**config.mk**
```make
export PLATFORM = sky130hd
export DESIGN_NAME = lcs_flags
export DESIGN_NICKNAME = d
export VERILOG_FILES = /design/src/lcs_pkg.sv /design/src/lcs_flags.sv
export SDC_FILE = /design/constraint.sdc
export NUM_CORES = 1
export LEC_CHECK = 0
export BUFFER_PORTS_ARGS = -buffer_cell sky130_fd_sc_hd__buf_2
export CAP_MARGIN = 40
export CORE_MARGIN = 1.5
export CORE_UTILIZATION = 40
export CTS_CLUSTER_SIZE = 12
export DETAILED_ROUTE_END_ITERATION = 12
export GPL_ROUTABILITY_DRIVEN = 0
export PLACE_DENSITY = 0.77
export SYNTH_ARGS = -nofsm -noshare
export SYNTH_HDL_FRONTEND = slang
export SYNTH_SLANG_ARGS = --single-unit
```
**constraint.sdc**
```tcl
create_clock -name clk -period 1.6 [get_ports clk]
set_input_delay 0.32 -clock clk [delete_from_list [all_inputs] [get_ports clk]]
set_output_delay 0.32 -clock clk [all_outputs]
set_load 0.01 [all_outputs]
```
**src/lcs_pkg.sv**
```systemverilog
/*
 * lcs_pkg: constants for the loop controller status flag block.
 * assumes a 40 MHz single clock and a plain register port.
 */
package lcs_pkg;

    // ------------------------------------------------------------
    // clock and refresh timing
    // ------------------------------------------------------------
    localparam int unsigned CLK_HZ         = 40_000_000;
    localparam int unsigned REFRESH_MS     = 1000;
    localparam int unsigned REFRESH_CYCLES = CLK_HZ / 1000 * REFRESH_MS;
    localparam int          CNT_W          = 26;

    // ------------------------------------------------------------
    // register port and map (word indices)
    // ------------------------------------------------------------
    localparam int          ADDR_W         = 4;
    localparam int          DATA_W         = 16;
    localparam logic [3:0]  ADR_NONFATAL   = 4'h0;
    localparam logic [3:0]  ADR_LOOP       = 4'h1;
    localparam logic [3:0]  ADR_IRQ_STAT   = 4'h2;
    localparam logic [3:0]  ADR_IRQ_MASK   = 4'h3;
    localparam logic [15:0] WORD_RESET     = 16'h0000;
    localparam logic [15:0] UNMAPPED_VAL   = 16'h0000;

    // ------------------------------------------------------------
    // field positions
    // ------------------------------------------------------------
    localparam int NF_RIGHT    = 6;
    localparam int NF_LEFT     = 7;
    localparam int LS_PV_ERR   = 1;
    localparam int LS_MV_ERR   = 2;
    localparam int LS_EXEC_ERR = 3;
    localparam int LS_RAM_ERR  = 4;
    localparam int LS_AUTO_CS  = 7;
    localparam int LS_RUN      = 11;
    localparam int LS_BACKUP   = 13;
    localparam int LS_CHANGED  = 15;

    // interrupt status bits
    localparam int IRQ_W       = 5;
    localparam int IQ_NONFATAL = 0;
    localparam int IQ_EXEC     = 1;
    localparam int IQ_RAM      = 2;
    localparam int IQ_AUTO_CS  = 3;
    localparam int IQ_CHANGED  = 4;

    // function blocks observed for execution errors
    localparam int NUM_BLOCKS  = 8;
    localparam int CODE_W      = 16;

    // start request modes
    localparam logic START_HOT  = 1'b0;
    localparam logic START_COLD = 1'b1;

    typedef enum logic [2:0] {
        ST_STOP,
        ST_CHECK,
        ST_COPY,
        ST_RUN
    } lcs_state_e;

endpackage

```
**src/lcs_flags.sv**
```systemverilog
/*
 * lcs_flags: status flag logic reporting controller condition to a host.
 * assumes all inputs come from logic on clk; host reads the two status words
 * and reads and writes the interrupt status and mask; flash controller answers copy and backup requests.
 */
// The register offsets and the plain strobed port were left to the implementer.
`timescale 1ns/100ps
`default_nettype none

// Contract
// - duplex mode: nonfatal word bit 06 follows right board nonfatal error
// - duplex mode: nonfatal word bit 07 follows left board nonfatal error
// - loop word bit 01 mirrors the pv error input item
// - loop word bit 02 mirrors the mv error input item
// - loop word bit 03 set when any block execution code is non-zero
// - loop word bit 04 set while block data in ram is corrupted
// - invalid ram data at start forces cold start even if hot requested
// - ram lost over power-off: automatic cold start and bit 07 set
// - flash backup copied into ram before that automatic cold start
// - automatic cold start bit reads zero whenever not running
// - loop word bit 11 is one while running, zero when stopped
// - loop word bit 13 is one while a backup runs during operation
// - loop word bit 15 set on block download while running
// - changed bit zero without download, cleared by hot or cold start
// - downloads stay in ram; flash written only on backup request
// - status words refreshed on a fixed one second cycle
module lcs_flags
    import lcs_pkg::*;
#(
    parameter int unsigned REFRESH_CNT = lcs_pkg::REFRESH_CYCLES
) (
    // clock and reset
    input  wire logic                        clk,
    input  wire logic                        reset,
    // register port
    input  wire logic [lcs_pkg::ADDR_W-1:0]  reg_addr,
    input  wire logic [lcs_pkg::DATA_W-1:0]  reg_wdata,
    input  wire logic                        reg_wr,
    input  wire logic                        reg_rd,
    output logic      [lcs_pkg::DATA_W-1:0]  reg_rdata,
    output logic                             irq,
    // duplex board state
    input  wire logic                        duplex_mode,
    input  wire logic                        right_nonfatal,
    input  wire logic                        left_nonfatal,
    // block items
    input  wire logic                        pv_error_input_item,
    input  wire logic                        mv_error_input_item,
    input  wire logic [lcs_pkg::NUM_BLOCKS*lcs_pkg::CODE_W-1:0] execution_error_code_item,
    input  wire logic                        ram_db_invalid,
    input  wire logic                        ram_lost_at_power,
    // run control
    input  wire logic                        start_req,
    input  wire logic                        start_mode,
    input  wire logic                        stop_req,
    output logic                             running,
    output logic                             hot_start,
    output logic                             cold_start,
    // tool and flash
    input  wire logic                        download_strobe,
    input  wire logic                        backup_req,
    output logic                             ram_write_en,
    output logic                             flash_copy_req,
    input  wire logic                        flash_copy_done,
    output logic                             flash_backup_req,
    input  wire logic                        flash_backup_done
);

    // ------------------------------------------------------------
    // declarations
    // ------------------------------------------------------------
    lcs_state_e             state_r;
    logic [CNT_W-1:0]       tick_cnt_r;
    logic                   tick_r;
    logic                   strap_seen_r;
    logic                   power_lost_r;
    logic                   auto_cs_r;
    logic                   cold_pend_r;
    logic                   backup_busy_r;
    logic                   changed_r;
    logic [NUM_BLOCKS-1:0]  code_nz;
    logic                   exec_err;
    logic                   exec_err_d_r;
    logic                   ram_err_d_r;
    logic                   nf_any;
    logic                   nf_any_d_r;
    logic [DATA_W-1:0]      nf_word_r;
    logic [DATA_W-1:0]      loop_word_r;
    logic [IRQ_W-1:0]       irq_stat_r;
    logic [IRQ_W-1:0]       irq_mask_r;
    logic [IRQ_W-1:0]       irq_ev;
    logic                   start_cold;
    logic                   changed_set;

    // ------------------------------------------------------------
    // execution error detection
    // ------------------------------------------------------------
    for (genvar g = 0; g < NUM_BLOCKS; g++) begin : g_code
        assign code_nz[g] = |execution_error_code_item[g*CODE_W +: CODE_W];
    end

    assign exec_err = |code_nz;
    assign nf_any   = duplex_mode & (right_nonfatal | left_nonfatal);

    // ------------------------------------------------------------
    // one second refresh tick
    // ------------------------------------------------------------
    // a long count; shorten REFRESH_CNT in simulation
    always_ff @(posedge clk) begin
        if (reset) begin
            tick_cnt_r <= '0;
            tick_r     <= 1'b0;
        end else if (tick_cnt_r == CNT_W'(REFRESH_CNT - 1)) begin
            tick_cnt_r <= '0;
            tick_r     <= 1'b1;
        end else begin
            tick_cnt_r <= tick_cnt_r + CNT_W'(1);
            tick_r     <= 1'b0;
        end
    end

    // ------------------------------------------------------------
    // power-up ram loss capture
    // ------------------------------------------------------------
    // the strap is taken at the first edge after release, never in reset
    always_ff @(posedge clk) begin
        if (reset) begin
            strap_seen_r <= 1'b0;
            power_lost_r <= 1'b0;
        end else if (!strap_seen_r) begin
            strap_seen_r <= 1'b1;
            power_lost_r <= ram_lost_at_power;
        end else if (state_r == ST_COPY && flash_copy_done) begin
            power_lost_r <= 1'b0;
        end
    end

    // ------------------------------------------------------------
    // run control
    // ------------------------------------------------------------
    assign start_cold = (start_mode == START_COLD) | ram_db_invalid;

    always_ff @(posedge clk) begin
        if (reset) begin
            state_r        <= ST_STOP;
            cold_pend_r    <= 1'b0;
            hot_start      <= 1'b0;
            cold_start     <= 1'b0;
            flash_copy_req <= 1'b0;
            auto_cs_r      <= 1'b0;
        end else begin
            hot_start      <= 1'b0;
            cold_start     <= 1'b0;
            flash_copy_req <= 1'b0;
            unique case (state_r)
                ST_STOP: begin
                    auto_cs_r <= 1'b0;
                    if (start_req && strap_seen_r) begin
                        cold_pend_r <= start_cold;
                        state_r     <= ST_CHECK;
                    end
                end
                ST_CHECK: begin
                    if (power_lost_r) begin
                        // restore last backup before the forced cold start
                        flash_copy_req <= 1'b1;
                        state_r        <= ST_COPY;
                    end else begin
                        hot_start  <= ~cold_pend_r;
                        cold_start <= cold_pend_r;
                        state_r    <= ST_RUN;
                    end
                end
                ST_COPY: begin
                    if (flash_copy_done) begin
                        cold_start <= 1'b1;
                        auto_cs_r  <= 1'b1;
                        state_r    <= ST_RUN;
                    end
                end
                ST_RUN: begin
                    if (stop_req) begin
                        auto_cs_r <= 1'b0;
                        state_r   <= ST_STOP;
                    end
                end
                default: begin
                    state_r <= ST_STOP;
                end
            endcase
        end
    end

    always_ff @(posedge clk) begin
        if (reset) begin
            running <= 1'b0;
        end else begin
            running <= (state_r == ST_RUN) && !stop_req;
        end
    end

    // ------------------------------------------------------------
    // online download and backup
    // ------------------------------------------------------------
    assign changed_set = download_strobe && state_r == ST_RUN;

    // set wins over a start in the same cycle
    always_ff @(posedge clk) begin
        if (reset) begin
            changed_r <= 1'b0;
        end else if (changed_set) begin
            changed_r <= 1'b1;
        end else if (hot_start || cold_start) begin
            changed_r <= 1'b0;
        end
    end

    // downloads go to ram only; flash sees nothing until a backup request
    always_ff @(posedge clk) begin
        if (reset) begin
            ram_write_en <= 1'b0;
        end else begin
            ram_write_en <= download_strobe;
        end
    end

    always_ff @(posedge clk) begin
        if (reset) begin
            backup_busy_r    <= 1'b0;
            flash_backup_req <= 1'b0;
        end else begin
            flash_backup_req <= 1'b0;
            if (backup_busy_r) begin
                if (flash_backup_done) begin
                    backup_busy_r <= 1'b0;
                end
            end else if (backup_req && state_r == ST_RUN) begin
                backup_busy_r    <= 1'b1;
                flash_backup_req <= 1'b1;
            end
        end
    end

    // ------------------------------------------------------------
    // status words, refreshed on the tick
    // ------------------------------------------------------------
    // host sees at most one second old state; events in between are not kept
    always_ff @(posedge clk) begin
        if (reset) begin
            nf_word_r <= WORD_RESET;
        end else if (tick_r) begin
            nf_word_r           <= WORD_RESET;
            nf_word_r[NF_RIGHT] <= duplex_mode & right_nonfatal;
            nf_word_r[NF_LEFT]  <= duplex_mode & left_nonfatal;
        end
    end

    always_ff @(posedge clk) begin
        if (reset) begin
            loop_word_r <= WORD_RESET;
        end else if (tick_r) begin
            loop_word_r              <= WORD_RESET;
            loop_word_r[LS_PV_ERR]   <= pv_error_input_item;
            loop_word_r[LS_MV_ERR]   <= mv_error_input_item;
            loop_word_r[LS_EXEC_ERR] <= exec_err;
            loop_word_r[LS_RAM_ERR]  <= ram_db_invalid;
            loop_word_r[LS_AUTO_CS]  <= auto_cs_r & running;
            loop_word_r[LS_RUN]      <= running;
            loop_word_r[LS_BACKUP]   <= backup_busy_r & running;
            loop_word_r[LS_CHANGED]  <= changed_r;
        end
    end

    // ------------------------------------------------------------
    // interrupt events
    // ------------------------------------------------------------
    always_ff @(posedge clk) begin
        if (reset) begin
            exec_err_d_r <= 1'b0;
            ram_err_d_r  <= 1'b0;
            nf_any_d_r   <= 1'b0;
        end else begin
            exec_err_d_r <= exec_err;
            ram_err_d_r  <= ram_db_invalid;
            nf_any_d_r   <= nf_any;
        end
    end

    always_comb begin
        irq_ev              = '0;
        irq_ev[IQ_NONFATAL] = nf_any & ~nf_any_d_r;
        irq_ev[IQ_EXEC]     = exec_err & ~exec_err_d_r;
        irq_ev[IQ_RAM]      = ram_db_invalid & ~ram_err_d_r;
        irq_ev[IQ_AUTO_CS]  = state_r == ST_COPY && flash_copy_done;
        irq_ev[IQ_CHANGED]  = changed_set;
    end

    // write-one-to-clear, a new event wins over the clear
    always_ff @(posedge clk) begin
        if (reset) begin
            irq_stat_r <= '0;
        end else if (reg_wr && reg_addr == ADR_IRQ_STAT) begin
            irq_stat_r <= (irq_stat_r & ~reg_wdata[IRQ_W-1:0]) | irq_ev;
        end else begin
            irq_stat_r <= irq_stat_r | irq_ev;
        end
    end

    always_ff @(posedge clk) begin
        if (reset) begin
            irq_mask_r <= '0;
        end else if (reg_wr && reg_addr == ADR_IRQ_MASK) begin
            irq_mask_r <= reg_wdata[IRQ_W-1:0];
        end
    end

    always_ff @(posedge clk) begin
        if (reset) begin
            irq <= 1'b0;
        end else begin
            irq <= |(irq_stat_r & irq_mask_r);
        end
    end

    // ------------------------------------------------------------
    // register read port
    // ------------------------------------------------------------
    // writes to the two status words are dropped; they are read-only
    always_ff @(posedge clk) begin
        if (reset) begin
            reg_rdata <= '0;
        end else if (reg_rd) begin
            unique case (reg_addr)
                ADR_NONFATAL: reg_rdata <= nf_word_r;
                ADR_LOOP:     reg_rdata <= loop_word_r;
                ADR_IRQ_STAT: reg_rdata <= {{(DATA_W-IRQ_W){1'b0}}, irq_stat_r};
                ADR_IRQ_MASK: reg_rdata <= {{(DATA_W-IRQ_W){1'b0}}, irq_mask_r};
                default:      reg_rdata <= UNMAPPED_VAL;
            endcase
        end else begin
            reg_rdata <= '0;
        end
    end

endmodule

`default_nettype wire

```
==> results of run 1 <==
-- layer usage --
layer	track usage	share of wire	vias to the layer above
li1	-	-	1726
met1	0.3172	0.47	1575
met2	0.3531	0.43	144
met3	0.04531	0.084	20
met4	0.09204	0.020	0
met5	0	0	-
-- kinds of logic after synthesis --
| family | after synthesis | share of synthesized area |
|---|---|---|
| multiplexers | 14 | 0.04358 |
| XOR/XNOR | 24 | 0.06311 |
| flip-flops | 75 | 0.4508 |
| other | 1 | 0.001126 |
| AO/OA/AOI/OAI | 37 | 0.06650 |
| AND/OR/NAND/NOR | 182 | 0.2938 |
| adder cells (fa/ha/maj) | 7 | 0.02629 |
| buffers and inverters | 32 | 0.05484 |
-- registers in the layout, indices dropped and copies added (netlist names), 2 cells and up --
signal	count
tick_cnt_r	26
reg_rdata	10
loop_word_r	8
irq_mask_r	5
irq_stat_r	5
nf_word_r	2
state_r	2
-- worst min-delay path by stage --
stage | start | endpoint | slack (ns) | cells after the start
after global placement | nf_any_d_r$_SDFF_PP0_ | irq_stat_r[0]$_SDFF_PP0_ | 0.41 | 1
final | stop_req | running$_SDFF_PP0_ | 0.16 | 2
after global routing | stop_req | running$_SDFF_PP0_ | 0.17 | 2
after floorplan | stop_req | running$_SDFF_PP0_ | 0.39 | 1
after detailed placement | nf_any_d_r$_SDFF_PP0_ | irq_stat_r[0]$_SDFF_PP0_ | 0.45 | 1
after CTS | stop_req | running$_SDFF_PP0_ | 0.15 | 2
-- synthesized netlist by cell type, types with 2 or more instances --
cell type / n / area share
dfxtp_1: 75 / 0.45
nor2_1: 60 / 0.068
nor4_1: 35 / 0.066
nand3_1: 19 / 0.029
xor2_1: 19 / 0.050
a21oi_1: 18 / 0.027
nand2_1: 18 / 0.020
inv_1: 16 / 0.018
nand4_1: 16 / 0.030
mux2i_1: 10 / 0.030
ha_1: 7 / 0.026
and3_1: 6 / 0.011
buf_4: 6 / 0.014
clkbuf_1: 6 / 0.0068
nor3_1: 6 / 0.0090
o21ai_0: 6 / 0.0090
a22oi_1: 5 / 0.011
xnor2_1: 5 / 0.013
mux2_2: 4 / 0.014
nand2b_1: 3 / 0.0056
nor2b_1: 3 / 0.0056
nor4b_1: 3 / 0.0079
buf_8: 2 / 0.0090
nor4_4: 2 / 0.013
o211ai_1: 2 / 0.0045
-- power groups by stage --
stage	clock (mW)	sequential (mW)	combinational (mW)
6_report	1.73	2.01	0.694
5_1_grt	1.83	2.03	0.772
4_1_cts	1.75	2.01	0.690
3_5_place_dp	0	2.05	0.651
3_3_place_gp	0	2.05	0.627
2_1_floorplan	0	2.04	0.352
-- metrics by stage --
| step | instances | power, mW | utilization |
|---|---|---|---|
| finish | 685 | 4.436 | 0.5891 |
| global route | 684 | 4.628 | 0.5888 |
| CTS | 683 | 4.454 | 0.5850 |
| detailed placement | 666 | 2.704 | 0.5464 |
| global placement | 666 | 2.676 | 0.5464 |
| floorplan | 377 | 2.396 | - |
-- cell type report --
class | instances | area (sq um)
fillers | 723 | 3342
multi-input cells | 270 | 1725
flip-flops and latches | 75 | 1510
repair buffers | 202 | 1121
well taps | 105 | 131.4
clock buffers | 10 | 127.6
clock inverters | 6 | 113.9
inverters | 16 | 60.06
diodes | 1 | 2.502
-- repair_timing --
action,in CTS,in global routing
cloned,1,0
pin swaps,2,4
buffers inserted,0,1
gates resized for setup,12,7
setup endpoints to repair,25,29
==> flow_summary.json, run 1 <==
{
  "outcome": "finished with violations",
  "violations": "negative setup slack",
  "crit_arrival_ns": 1.85,
  "avgViaCountPerCell": 5.058,
  "hp-class": "primary input to flip-flop",
  "worst_hold_slack_ns": 0.1611,
  "std_cell_rows": 33,
  "vias": 3465,
  "slew_viol_final": 0,
  "max_slew_margin": 0.6419,
  "num_io_pins": 189,
  "cts_hold_buf": 0,
  "synth_flop_cell": "dfxtp_1",
  "syn_inst": 372,
  "cts_inserted_buffers": 9,
  "routed_wl_mm": 9.988,
  "route.detailed.drc": 0,
  "die_h_um": 94.25,
  "chipWidth_um": 94.25,
  "cp-endpoint": "tick_cnt_r[10]$_SDFF_PP0_",
  "p_seq_frac": 0.454,
  "grt_usage": 0.2309,
  "clkSlewWorstSetupHoldPaths_ns": 0.08,
  "comb_power_share": 0.156,
  "cp_slowest_cell": "dfxtp_2",
  "drt_iter0_drc": 126,
  "r2r_end": "tick_cnt_r[10]$_SDFF_PP0_",
  "die_area_sq_um": 8883,
  "rrSetupSlack_ns": -0.01,
  "synth_warnings": 0,
  "reg2reg_from": "tick_cnt_r[13]$_SDFF_PP0_",
  "path_depth": 6,
  "drive_gt1_frac": 0.4214,
  "worstSkewPairLatency_ns": 0.35,
  "cts-root-buf": "clkbuf_8",
  "overflow": 0,
  "grt_first_pass_wirelength_mm": 15.74,
  "first_global_vias": 3378,
  "postSynthAreaPerCell_sq_um": 8.953,
  "p_leak_nw": 2.190,
  "syn2layout_area_growth_pct": 43.88,
  "hold_viol_final": 0,
  "hpwl_mm": 7.797,
  "dr.pass1.iters": 5,
  "post-route-min-period_ns": 1.612,
  "floorplan.initialDensity": 0.4095,
  "tightest_slew_ns": 0.5364,
  "power.share.switching": 0.2503,
  "grt_max_degree": 22,
  "fmaxAchievable_mhz": 620.5,
  "crit_path_max_fanout": 12,
  "synth_edf_count": 0,
  "layout_worst_path_cycle_share": 1.007,
  "final.setup.tns_ns": -0.07298,
  "synthArstFlopShare": 0,
  "slowest_delay_ns": 0.36,
  "fin_nets": 747,
  "reg2reg_depth": 6,
  "clock_skew_ns": 0.008516,
  "switching_power_mw": 1.110,
  "clkPwrFrac": 0.390,
  "core_region_area_sq_um": 8134,
  "cp-start-kind": "flip-flop",
  "ir_worst_vdd_mv": 0.4722,
  "clock_path_buffers": 2,
  "final_common_cell": "buf_2",
  "wl_per_cell_um": 14.58,
  "clock_sinks": 75,
  "stdcell_area_sq_um": 4792,
  "yosys_register_bits": 75,
  "path_cells": "nor4bb_4, nand4_1, nor4_4, or2_4, buf_12, nor2_1",
  "port-buffer-count": 171,
  "placed_area_sq_um": 4444,
  "synth.distinct_cells": 45,
  "maxCapViolCount": 0,
  "syn_area_sq_um": 3331,
  "path_delay_family": "simple AND/OR/NAND/NOR gates",
  "cts_tree": "yes",
  "synth-seq-area-share": 0.4508,
  "critPathBufInv": 1,
  "htreeDepth": 3,
  "crit_start": "tick_cnt_r[13]$_SDFF_PP0_",
  "rsz0062_at_grt": "true",
  "setup_slack_ns": -0.01154,
  "crit_type": "flip-flop to flip-flop",
  "setup.worst_path.end_class": "flip-flop",
  "powerDensity_nw_per_um2": 925.8,
  "crit_required_ns": 1.84,
  "ant_nets": 0,
  "antenna_found_initial": 0,
  "layout_common_cells": "171 x buf_2, 68 x dfxtp_1, 59 x nor2_1",
  "setup_viol": 13,
  "place_worst_setup_slack_ns": -0.1339,
  "p_int_mw": 3.326
}
No activity file was read; power rests on OpenSTA's default activity.
==> run 2, diff against run 1 <==
--- a/config.mk
+++ b/config.mk
@@ -13,6 +13,7 @@
 export DETAILED_ROUTE_END_ITERATION = 12
 export GPL_ROUTABILITY_DRIVEN = 0
 export PLACE_DENSITY = 0.77
+export SETUP_SLACK_MARGIN = 0.15
 export SYNTH_ARGS = -nofsm -noshare
 export SYNTH_HDL_FRONTEND = slang
 export SYNTH_SLANG_ARGS = --single-unit
==> run 2 against run 1 <==
- the flow still finishes with violations (negative setup slack)
- global-route usage shrank 0.38 points
- worst setup slack worse by 0.069 ns
- register-to-register slack worse by 0.07 ns
- sequential power hardly changed
- critical path type unchanged
- sequential cell count unchanged
- via count up 1.2%
- clock-buffer cell count did not move
- first-iteration DRC count is 13% higher
- fmax shrank 4.1%
- critical endpoint is now tick_cnt_r[19]$_SDFF_PP0_
- hold slack better by 0.0046 ns
==> flow_summary.json, run 2 (synthesis results as in run 1) <==
{
  "outcome": "finished with violations",
  "violations": "negative setup slack",
  "drive_gt1_frac": 0.4286,
  "final_common_cell": "buf_2",
  "vias": 3507,
  "cts-root-buf": "clkbuf_8",
  "final_cells": 686,
  "avgViaCountPerCell": 5.112,
  "clock_sinks": 75,
  "antenna_found_initial": 0,
  "rsz0062_at_grt": "true",
  "std_cell_rows": 33,
  "clkSlewWorstSetupHoldPaths_ns": 0.08,
  "setup_viol": 24,
  "ir_worst_vdd_mv": 0.4927,
  "comb_power_share": 0.162,
  "p_leak_nw": 2.195,
  "largest-register": "tick_cnt_r",
  "cts_inserted_buffers": 9,
  "max_slew_margin": 0.6447,
  "largest_reg_flops": 26,
  "drt_iter0_drc": 142,
  "crit_required_ns": 1.85,
  "reg2reg_depth": 6,
  "setup_slack_ns": -0.08096,
  "largestRegisters": "tick_cnt_r: 26 flops, reg_rdata: 10 flops, loop_word_r: 8 flops",
  "clkPwrFrac": 0.373,
  "dr.pass1.iters": 4,
  "num_io_pins": 189,
  "htreeDepth": 3,
  "cp-start-kind": "flip-flop",
  "chipWidth_um": 94.25,
  "grt_usage": 0.2270,
  "syn2layout_area_growth_pct": 43.80,
  "first_global_vias": 3346,
  "routed_wl_mm": 10.18,
  "worstSkewPairLatency_ns": 0.35,
  "timing.hold.worst_endpoint": "running$_SDFF_PP0_",
  "hold_viol_final": 0,
  "floorplan.initialDensity": 0.4095,
  "seqCellArea_sq_um": 1513,
  "reg2reg_from": "tick_cnt_r[22]$_SDFF_PP0_",
  "clock_path_buffers": 2,
  "setup.worst_path.end_class": "flip-flop",
  "fin_nets": 749,
  "overflow": 0,
  "multiInputGateArea_sq_um": 1723,
  "ant_nets": 0,
  "port-buffer-count": 171,
  "crit_type": "flip-flop to flip-flop",
  "crit_path_max_fanout": 12,
  "cts_tree": "yes",
  "fmaxAchievable_mhz": 594.9,
  "die_h_um": 94.25,
  "core_region_area_sq_um": 8134,
  "rrSetupSlack_ns": -0.08,
  "p_seq_frac": 0.464,
  "post-route-min-period_ns": 1.681,
  "switching_power_mw": 1.109,
  "die_area_sq_um": 8883,
  "worst_hold_slack_ns": 0.1657,
  "clock_skew_ns": 0.007246,
  "hold_depth": 2,
  "grt_max_degree": 26,
  "power.share.switching": 0.2559,
  "grt_first_pass_wirelength_mm": 15.39,
  "cts_hold_buf": 0,
  "maxCapViolCount": 0,
  "dp.cells": 664,
  "layout_worst_path_cycle_share": 1.051,
  "route.detailed.drc": 0,
  "wl_per_cell_um": 14.84,
  "crit_arrival_ns": 1.93,
  "nFillCells": 685,
  "place_worst_setup_slack_ns": -0.09013,
  "hp-start": "stop_req",
  "p_int_mw": 3.226,
  "tightest_slew_ns": 0.5322,
  "r2r_end": "tick_cnt_r[19]$_SDFF_PP0_",
  "slew_viol_final": 0,
  "hp-class": "primary input to flip-flop",
  "hpwl_mm": 7.884,
  "diodes": 0,
  "powerDensity_nw_per_um2": 905.1,
  "layout_common_cells": "171 x buf_2, 68 x dfxtp_1, 59 x nor2_1"
}
==> run 2: cell types whose count changed in the layout (fill, tap and decap cells not counted), sizes merged <==
cell | before | now
clkinvlp | 2 | 0
bufinv | 3 | 2
clkinv | 1 | 3
buf | 202 | 203
clkbuf | 10 | 11
diode | 1 | 0
inv | 16 | 17
==> run 2: power by group through the flow <==
stage | sequential (mW) | combinational (mW) | clock, mW
after floorplan | 2.04 | 0.352 | 0
after global placement | 2.05 | 0.624 | 0
after detailed placement | 2.05 | 0.650 | 0
after CTS | 2.02 | 0.664 | 1.64
after global routing | 2.02 | 0.775 | 1.73
final | 2.01 | 0.703 | 1.62
==> run 2: area by class of cell <==
type | instances | share of cell area
clock inverters | 6 | 0.01829
repair buffers | 204 | 0.2375
clock buffers | 10 | 0.02874
flip-flops and latches | 75 | 0.3158
multi-input cells | 270 | 0.3597
inverters | 16 | 0.01254
well taps | 105 | 0.02743
==> run 2: through the flow <==
stage               cell area, sq um  utilization  power (mW)  setup TNS, ns
finish                          4790       0.5888       4.335         -1.658
global route                    4790       0.5888       4.526         -2.556
CTS                             4717       0.5799       4.314       -0.02168
detailed placement              4432       0.5448       2.703         -1.819
global placement                4432       0.5448       2.671        -0.7310
floorplan                       3352            -       2.396              0
==> run 2: worst max-delay path, stage by stage (launching register included) <==
cell       delay (ns)
dfxtp_2          0.34
nand2_2          0.07
or4_4            0.50
nor4_4           0.26
or2_4            0.21
clkbuf_16        0.16
nor2_1           0.05
==> run 2: how the worst max path moves through the flow <==
| stage | from | end | cells after the start |
|---|---|---|---|
| floorplan | tick_cnt_r[21]$_SDFF_PP0_ | tick_cnt_r[21]$_SDFF_PP0_ | 7 |
| global placement | execution_error_code_item[87] | irq_stat_r[1]$_SDFF_PP0_ | 8 |
| detailed placement | execution_error_code_item[87] | irq_stat_r[1]$_SDFF_PP0_ | 8 |
| CTS | tick_cnt_r[13]$_SDFF_PP0_ | tick_cnt_r[12]$_SDFF_PP0_ | 6 |
| global route | tick_cnt_r[22]$_SDFF_PP0_ | tick_cnt_r[10]$_SDFF_PP0_ | 6 |
| finish | tick_cnt_r[22]$_SDFF_PP0_ | tick_cnt_r[19]$_SDFF_PP0_ | 6 |
==> run 2: metal layers <==
metal	share of wire	global-route usage
met5	0	0
met4	0.0094	0.06716
met3	0.067	0.05906
met2	0.46	0.3609
met1	0.46	0.3009
==> run 2: timing repair <==
| item | in CTS | in global routing |
|---|---|---|
| buffers inserted | 1 | 4 |
| endpoints found under the setup margin | 27 | 29 |
| pin swaps | 0 | 5 |
| cloned | 0 | 1 |
| gates resized for setup | 14 | 6 |
